File: src/rtl/ttcc_pkg.sv
// constants for the t1 transmit per-slot channel control block
// assumes one aclk domain and an axi4-lite register port with 32-bit data
package ttcc_pkg;
    // register indices; byte address is four times the index
    localparam logic [11:0] TTCC_IDX_SLOT0 = 12'h300; // slot 0 control
    localparam logic [11:0] TTCC_IDX_SLOT23 = 12'h317; // slot 23 control
    localparam logic [11:0] TTCC_IDX_LINKSEL = 12'h10a; // link select
    localparam logic [11:0] TTCC_IDX_STATUS = 12'h318; // last octet sent
    localparam int TTCC_NSLOT = 24;
    // control register field positions
    localparam int TTCC_MC_LSB = 6; // controller select [7:6]
    localparam int TTCC_ZS_LSB = 4; // zero suppression [5:4]
    localparam int TTCC_DE_LSB = 2; // d/e source in link select [3:2]
    localparam logic [7:0] TTCC_CTRL_RESET = 8'h00;
    localparam logic [7:0] TTCC_LINK_RESET = 8'h00;
    // controller select codes
    localparam logic [1:0] TTCC_MC_1 = 2'h0;
    localparam logic [1:0] TTCC_MC_2 = 2'h1;
    localparam logic [1:0] TTCC_MC_LINK = 2'h2;
    localparam logic [1:0] TTCC_MC_3 = 2'h3;
    // zero suppression codes
    localparam logic [1:0] TTCC_ZS_NONE = 2'h0;
    localparam logic [1:0] TTCC_ZS_B7 = 2'h1;
    localparam logic [1:0] TTCC_ZS_SIG = 2'h2;
    localparam logic [1:0] TTCC_ZS_SUB = 2'h3;
    // octet values; bit 8 is the lsb, bit 7 the next one up
    localparam logic [7:0] TTCC_BIT8 = 8'h01;
    localparam logic [7:0] TTCC_BIT7 = 8'h02;
    localparam logic [7:0] TTCC_SUBST = 8'h98;
    // axi responses
    localparam logic [1:0] TTCC_OKAY = 2'h0;
    localparam logic [1:0] TTCC_SLVERR = 2'h2;
endpackage

File: src/rtl/ttcc_top.sv
// t1 transmit per-slot channel control with axi4-lite registers
// assumes pcm and lapd octets arrive from logic on aclk, one per in_valid
//
// Added by the designer: the register offsets and the AXI4-Lite interface to the registers.
module ttcc_top
    import ttcc_pkg::*;
(
    // clock and reset
    input wire logic aclk,
    input wire logic aresetn,
    // axi4-lite write channels
    input wire logic [15:0] s_awaddr,
    input wire logic s_awvalid,
    output logic s_awready,
    input wire logic [31:0] s_wdata,
    input wire logic [3:0] s_wstrb,
    input wire logic s_wvalid,
    output logic s_wready,
    output logic [1:0] s_bresp,
    output logic s_bvalid,
    input wire logic s_bready,
    // axi4-lite read channels
    input wire logic [15:0] s_araddr,
    input wire logic s_arvalid,
    output logic s_arready,
    output logic [31:0] s_rdata,
    output logic [1:0] s_rresp,
    output logic s_rvalid,
    input wire logic s_rready,
    // transmit octet stream in
    input wire logic in_valid,
    input wire logic [4:0] in_slot,
    input wire logic [7:0] in_octet,
    input wire logic in_de_slot,
    input wire logic in_sig_frame,
    input wire logic in_sig_bit,
    input wire logic [7:0] lapd_octet1,
    input wire logic [7:0] lapd_octet2,
    input wire logic [7:0] lapd_octet3,
    input wire logic [7:0] link_octet,
    // transmit octet stream out
    output logic out_valid,
    output logic [7:0] out_octet,
    output logic [1:0] out_de_source
);

    ////////////////////////////////////////////////////////////////////////
    // register storage
    logic [7:0] slot_ctrl [0:TTCC_NSLOT-1]; // per-slot control bytes
    logic [7:0] link_sel; // signaling and link select byte
    logic [7:0] last_octet; // status: last octet sent

    // write channel holding state
    logic aw_hold;
    logic w_hold;
    logic [15:0] aw_addr_q;
    logic [7:0] w_data_q;
    logic w_lane0_q;

    ////////////////////////////////////////////////////////////////////////
    // address decode
    wire [11:0] wr_idx = aw_addr_q[13:2];
    wire wr_top_zero = (aw_addr_q[15:14] == 2'h0);
    wire wr_slot_hit = wr_top_zero && (wr_idx >= TTCC_IDX_SLOT0)
        && (wr_idx <= TTCC_IDX_SLOT23);
    wire wr_link_hit = wr_top_zero && (wr_idx == TTCC_IDX_LINKSEL);
    wire wr_stat_hit = wr_top_zero && (wr_idx == TTCC_IDX_STATUS);
    wire [11:0] wr_off = wr_idx - TTCC_IDX_SLOT0;
    wire [4:0] wr_slot = wr_off[4:0];
    wire wr_commit = aw_hold && w_hold && !s_bvalid;

    wire [11:0] rd_idx = s_araddr[13:2];
    wire rd_top_zero = (s_araddr[15:14] == 2'h0);
    wire rd_slot_hit = rd_top_zero && (rd_idx >= TTCC_IDX_SLOT0)
        && (rd_idx <= TTCC_IDX_SLOT23);
    wire rd_link_hit = rd_top_zero && (rd_idx == TTCC_IDX_LINKSEL);
    wire rd_stat_hit = rd_top_zero && (rd_idx == TTCC_IDX_STATUS);
    wire [11:0] rd_off = rd_idx - TTCC_IDX_SLOT0;
    wire [4:0] rd_slot = rd_off[4:0];
    wire rd_take = s_arvalid && s_arready;
    wire [7:0] rd_byte = rd_slot_hit ? slot_ctrl[rd_slot] :
        rd_link_hit ? link_sel : rd_stat_hit ? last_octet : 8'h00;
    wire rd_ok = rd_slot_hit || rd_link_hit || rd_stat_hit;

    ////////////////////////////////////////////////////////////////////////
    // write address and data, taken in either order
    always_ff @(posedge aclk) begin
        if (!aresetn) begin
            s_awready <= 1'b1;
            s_wready <= 1'b1;
            aw_hold <= 1'b0;
            w_hold <= 1'b0;
            aw_addr_q <= 16'h0000;
            w_data_q <= 8'h00;
            w_lane0_q <= 1'b0;
        end else begin
            // ready stays low until the response is taken
            if (s_awvalid && s_awready) begin
                s_awready <= 1'b0;
                aw_hold <= 1'b1;
                aw_addr_q <= s_awaddr;
            end
            if (s_wvalid && s_wready) begin
                s_wready <= 1'b0;
                w_hold <= 1'b1;
                w_data_q <= s_wdata[7:0];
                w_lane0_q <= s_wstrb[0];
            end
            if (wr_commit) begin
                aw_hold <= 1'b0;
                w_hold <= 1'b0;
            end
            if (s_bvalid && s_bready) begin
                s_awready <= 1'b1;
                s_wready <= 1'b1;
            end
        end
    end

    // write response; status register is read only, so it errs
    always_ff @(posedge aclk) begin
        if (!aresetn) begin
            s_bvalid <= 1'b0;
            s_bresp <= TTCC_OKAY;
        end else if (wr_commit) begin
            s_bvalid <= 1'b1;
            s_bresp <= (wr_slot_hit || wr_link_hit) ? TTCC_OKAY : TTCC_SLVERR;
        end else if (s_bready) begin
            s_bvalid <= 1'b0;
        end
    end

    // register storage update, only the low byte lane counts
    always_ff @(posedge aclk) begin
        if (!aresetn) begin
            for (int i = 0; i < TTCC_NSLOT; i++) begin
                slot_ctrl[i] <= TTCC_CTRL_RESET;
            end
            link_sel <= TTCC_LINK_RESET;
        end else if (wr_commit && w_lane0_q) begin
            if (wr_slot_hit) begin
                slot_ctrl[wr_slot] <= w_data_q;
            end
            if (wr_link_hit) begin
                link_sel <= w_data_q;
            end
        end
    end

    ////////////////////////////////////////////////////////////////////////
    // read channel, one cycle from address to data
    always_ff @(posedge aclk) begin
        if (!aresetn) begin
            s_arready <= 1'b1;
            s_rvalid <= 1'b0;
            s_rdata <= 32'h00000000;
            s_rresp <= TTCC_OKAY;
        end else if (rd_take) begin
            s_arready <= 1'b0;
            s_rvalid <= 1'b1;
            s_rdata <= {24'h000000, rd_byte};
            s_rresp <= rd_ok ? TTCC_OKAY : TTCC_SLVERR;
        end else if (s_rvalid && s_rready) begin
            s_arready <= 1'b1;
            s_rvalid <= 1'b0;
        end
    end

    ////////////////////////////////////////////////////////////////////////
    // per-slot selection; a slot above 23 sees a zero control byte
    wire slot_ok = (in_slot < 5'd24);
    wire [7:0] cur_ctrl = slot_ok ? slot_ctrl[in_slot] : 8'h00;
    wire [1:0] mc_sel = cur_ctrl[TTCC_MC_LSB +: 2];
    wire [1:0] zs_sel = cur_ctrl[TTCC_ZS_LSB +: 2];
    wire [1:0] de_src = link_sel[TTCC_DE_LSB +: 2];
    wire octet_zero = (in_octet == 8'h00);

    // d/e slot data: controller pick, or the link path for code 10
    wire [7:0] de_octet = (mc_sel == TTCC_MC_1) ? lapd_octet1 :
        (mc_sel == TTCC_MC_2) ? lapd_octet2 :
        (mc_sel == TTCC_MC_3) ? lapd_octet3 : link_octet;

    // zero code suppression, nonzero octets always pass untouched
    logic [7:0] zs_octet;
    always_comb begin
        zs_octet = in_octet;
        if (octet_zero) begin
            case (zs_sel)
                TTCC_ZS_NONE: zs_octet = in_octet;
                TTCC_ZS_B7: zs_octet = TTCC_BIT7;
                TTCC_ZS_SIG: begin
                    if (!in_sig_frame) begin
                        zs_octet = TTCC_BIT8;
                    end else if (!in_sig_bit) begin
                        zs_octet = TTCC_BIT7;
                    end
                end
                TTCC_ZS_SUB: zs_octet = TTCC_SUBST;
                default: zs_octet = in_octet;
            endcase
        end
    end

    wire [7:0] next_octet = in_de_slot ? de_octet : zs_octet;

    ////////////////////////////////////////////////////////////////////////
    // output stage, one cycle behind the input
    always_ff @(posedge aclk) begin
        if (!aresetn) begin
            out_valid <= 1'b0;
            out_octet <= 8'h00;
            out_de_source <= 2'h0;
            last_octet <= 8'h00;
        end else begin
            out_valid <= in_valid;
            if (in_valid) begin
                out_octet <= next_octet;
                last_octet <= next_octet;
                out_de_source <= de_src;
            end
        end
    end
endmodule

File: config.mk
export PLATFORM = sky130hd
export DESIGN_NAME = ttcc_top
export DESIGN_NICKNAME = d
export VERILOG_FILES = /design/src/rtl/ttcc_pkg.sv /design/src/rtl/ttcc_top.sv
export SDC_FILE = /design/constraint.sdc
export NUM_CORES = 1
export LEC_CHECK = 0
export ABC_CLOCK_PERIOD_IN_PS = 2700
export BUFFER_PORTS_ARGS = -buffer_cell sky130_fd_sc_hd__buf_4
export CORE_AREA = 2 2 138 208
export CTS_CLUSTER_DIAMETER = 150
export CTS_CLUSTER_SIZE = 20
export DETAILED_ROUTE_END_ITERATION = 6
export DIE_AREA = 0 0 140 210
export GPL_ROUTABILITY_DRIVEN = 0
export GPL_TIMING_DRIVEN = 1
export PLACE_DENSITY = 0.75
export REMOVE_ABC_BUFFERS = 1
export SLEW_MARGIN = 10
export SYNTH_ARGS = -nofsm -noshare
export SYNTH_HDL_FRONTEND = slang
export SYNTH_SLANG_ARGS = --single-unit
File: constraint.sdc
create_clock -name aclk -period 2.7 [get_ports aclk]
set_input_delay 0.405 -clock aclk [delete_from_list [all_inputs] [get_ports aclk]]
set_output_delay 0.405 -clock aclk [all_outputs]
set_load 0.005 [all_outputs]
==> results.toml <==
[worst_hold_path]
min_to = "s_wready"
hp-class = "in2reg"
holdCritStartpoint = "s_wvalid"
hold_depth = 2

[clock_network]
cts_made_buffers = 19
cts_root_buf = "clkbuf_16"
cts_sinks = 315
hold_buffers = 0
cts.clk_slew.worst_paths_ns = 0.08
cts_buffer_depth = 3
clk_latency_ns = 0.53
h-tree-depth = 1
cts_tree = "built"

[sta]
fin_crit_sh = 0.924
final_hold_viol_count = 0
min_period_ns = 2.50
slew_headroom = 0.404
setup_viol = 0
fmax_ghz = 0.401
worst_pin_slew_ns = 0.892
skew_ns = 0.0164
finalMaxSlewViolations = 0
rsz0062_at_grt = "false"

[floorplanning]
core-area_sq_um = 27700
die_h_um = 210
initial_core_util = 0.542
placementRows = 75
dieArea_sq_um = 29400
dieWidth_um = 140
ioPinCount = 176

[grt]
antenna_found_initial = 0
grt_usage = 0.240
first_global_vias = 9610
grt_pass1_wl_mm = 53.4
gr-total-overflow = 0
grt_max_degree = 51

[critical_path]
path_cells = "mux4_2 > mux2i_1 > nor3_1 > a311oi_4 > buf_4 > mux2_2 > a221oi_1"
crit_fanout = 7
crit_arrival_ns = 2.92
reg2reg_setup_slack_ns = 0.20
path_class = "reg2reg"
r2r_cells = 7
cp-start-kind = "flop"
timing.rr.start = "slot_ctrl[2][6]"
slowest_stage = "mux4_2"
end_kind = "flop"
worstReg2RegEnd = "out_octet[4]"
worstPathRequired_ns = 3.13
cp_slowest_stage_delay_ns = 0.46

[finish]
drive_gt1_frac = 0.260
final_area_sq_um = 17400
final_cells = 1659
final_cell_mix = "edfxtp_1 (256), buf_4 (201), and2_1 (195)"
final_common_cell = "edfxtp_1"
n_antenna_cell = 0
area_growth_pct = 16.3
nets = 1424

[synth]
synth_top_family_by_area = "multiplexers"
yosys.area_share.simple = 0.134
synthDistinctLibCells = 52
synth_xor_area_frac = 0
synth_seq_cells = 315
synth_fa_ha_area_frac = 0
synth_seq_area_share = 0.591
avgSynthCellArea_sq_um = 14.0
yosys_warnings = 0
synth_compound_area_frac = 0.0485
muxShareOfSynthArea = 0.190
synthesis.area_sq_um = 15000
netlist_instances = 1074

[routing]
viasPerCell = 5.74
ant_nets = 0
wl_per_cell_um = 21.1
firstDrtPassIters = 7
routed_wl_mm = 35.1
vias = 9527
drc = 24
drt-initial-drc-count = 835

[placed_design]
place.port_buffers = 118
placedInstanceArea_sq_um = 16900
dp_cells = 1625
place_hpwl_mm = 24.8

[power]
pwr_density_cell_nw_per_um2 = 548
p_leak_uw = 0.00682
ir_worst_vdd_v = 0.000424

[outcome]
status = "finished, violations left"
violations = "design-rule violations"

[run]
drv_cap = 0
[metal layers]
layer | routed length [um] | vias up | global-route usage | share of wire
met5 | 0 | - | 0 | 0
met4 | 1280 | 0 | 0.0906 | 0.036
met3 | 2330 | 72 | 0.0304 | 0.066
met2 | 18400 | 427 | 0.444 | 0.53
met1 | 13000 | 4693 | 0.287 | 0.37
li1 | - | 4335 | - | -
[cells in the mapped netlist (all sizes together)]
cell type | number | area [sq um]
edfxtp | 256 | 7690
and2 | 196 | 1230
mux4 | 93 | 2090
nand2 | 69 | 259
mux2i | 63 | 634
nor2 | 62 | 233
dfxtp | 59 | 1180
buf | 47 | 334
o21ai | 45 | 225
clkbuf | 44 | 165
a21oi | 30 | 150
mux2 | 11 | 124
inv | 10 | 37.5
nand2b | 9 | 56.3
nand3 | 9 | 45.0
nor2b | 8 | 50.1
o221ai | 8 | 70.1
a211oi | 5 | 37.5
a22oi | 5 | 37.5
nor3 | 5 | 25.0
a221oi | 4 | 41.3
nor4 | 4 | 25.0
o22ai | 4 | 25.0
a31oi | 3 | 18.8
nand4 | 3 | 18.8
or2 | 3 | 18.8
a311oi | 2 | 35.0
and3 | 2 | 12.5
nor3b | 2 | 15.0
a2111oi | 1 | 8.76
a222oi | 1 | 10.0
a41oi | 1 | 8.76
conb | 1 | 3.75
nor4b | 1 | 8.76
nor4bb | 1 | 10.0
o2111ai | 1 | 8.76
o211a | 1 | 10.0
o211ai | 1 | 7.51
o21a | 1 | 7.51
o311ai | 1 | 26.3
or3 | 1 | 6.26
or4 | 1 | 7.51
[sequential cells by signal, summed over array words and instances, names as in the netlist, 2 cells and up]
signal	cells
aw_addr_q	14
s_rdata	8
slot_ctrl	256
out_de_source	2
w_data_q	8
out_octet	8
link_sel	8
[where the power goes]
part | leakage [uW] | internal (uW) | switching [uW]
logic | 0.00346 | 547 | 575
clock network | 0.000254 | 1340 | 1540
registers | 0.00312 | 5450 | 105
total | 0.00682 | 7340 | 2220
[stage by stage]
| stage | util | hold WS [ns] | setup TNS, ns | worst slack, ns | power, uW |
|---|---|---|---|---|---|
| 6_report | 0.630 | 0.0797 | 0 | 0.205 | 9560 |
| 5_1_grt | 0.630 | 0.0855 | 0 | 0.0318 | 9870 |
| 4_1_cts | 0.630 | 0.0638 | 0 | 0.214 | 9600 |
| 3_5_place_dp | 0.611 | 0.446 | -0.0968 | -0.0384 | 6780 |
| 3_3_place_gp | 0.611 | 0.440 | -0.00214 | -0.00214 | 6750 |
| 2_1_floorplan | - | 0.432 | 0 | 0.313 | 6190 |
[timing repair]
| item | 4_1_cts | 5_1_grt |
|---|---|---|
| setup endpoints to repair | 0 | 94 |
| setup buffers | 0 | 0 |
| hold endpoints to repair | 0 | 0 |
| resized for setup | 0 | 1 |
[worst max-delay path: cells and delay by family (launching register included)]
family / cells / cell delay, ns
flops: 1 / 0.41
buf+inv: 1 / 0.21
mux: 3 / 1.11
simple gates: 1 / 0.13
compound gates: 2 / 0.53
[cell families (layout without fill, tap and decap cells)]
| group | count (synthesis) | in the layout |
|---|---|---|
| simple gates | 376 | 376 |
| flops | 315 | 315 |
| mux | 167 | 167 |
| compound gates | 114 | 114 |
| buf+inv | 101 | 251 |
| other cells | 1 | 90 |
[layout make-up]
type / count / area (sq um)
multi-input combinational: 747 / 5940
sequential: 315 / 8870
clock inverter: 2 / 16.3
clock buffer: 32 / 524
timing repair buffer: 207 / 1630
fill: 2077 / 10200
inverter: 10 / 37.5
tap: 346 / 433
[how the worst max path moves through the flow]
stage / from / endpoint / slack [ns] / depth (start not counted)
floorplan: aw_addr_q[8] / slot_ctrl[12][0] / 0.31 / 5
global placement: in_slot[1] / out_octet[1] / -0.002 / 10
detailed placement: in_slot[1] / out_octet[1] / -0.04 / 10
CTS: aw_addr_q[8] / slot_ctrl[6][5] / 0.21 / 7
global route: aw_addr_q[8] / slot_ctrl[12][5] / 0.03 / 7
finish: slot_ctrl[2][6] / out_octet[4] / 0.20 / 7
(Power assumes the default switching activity.)
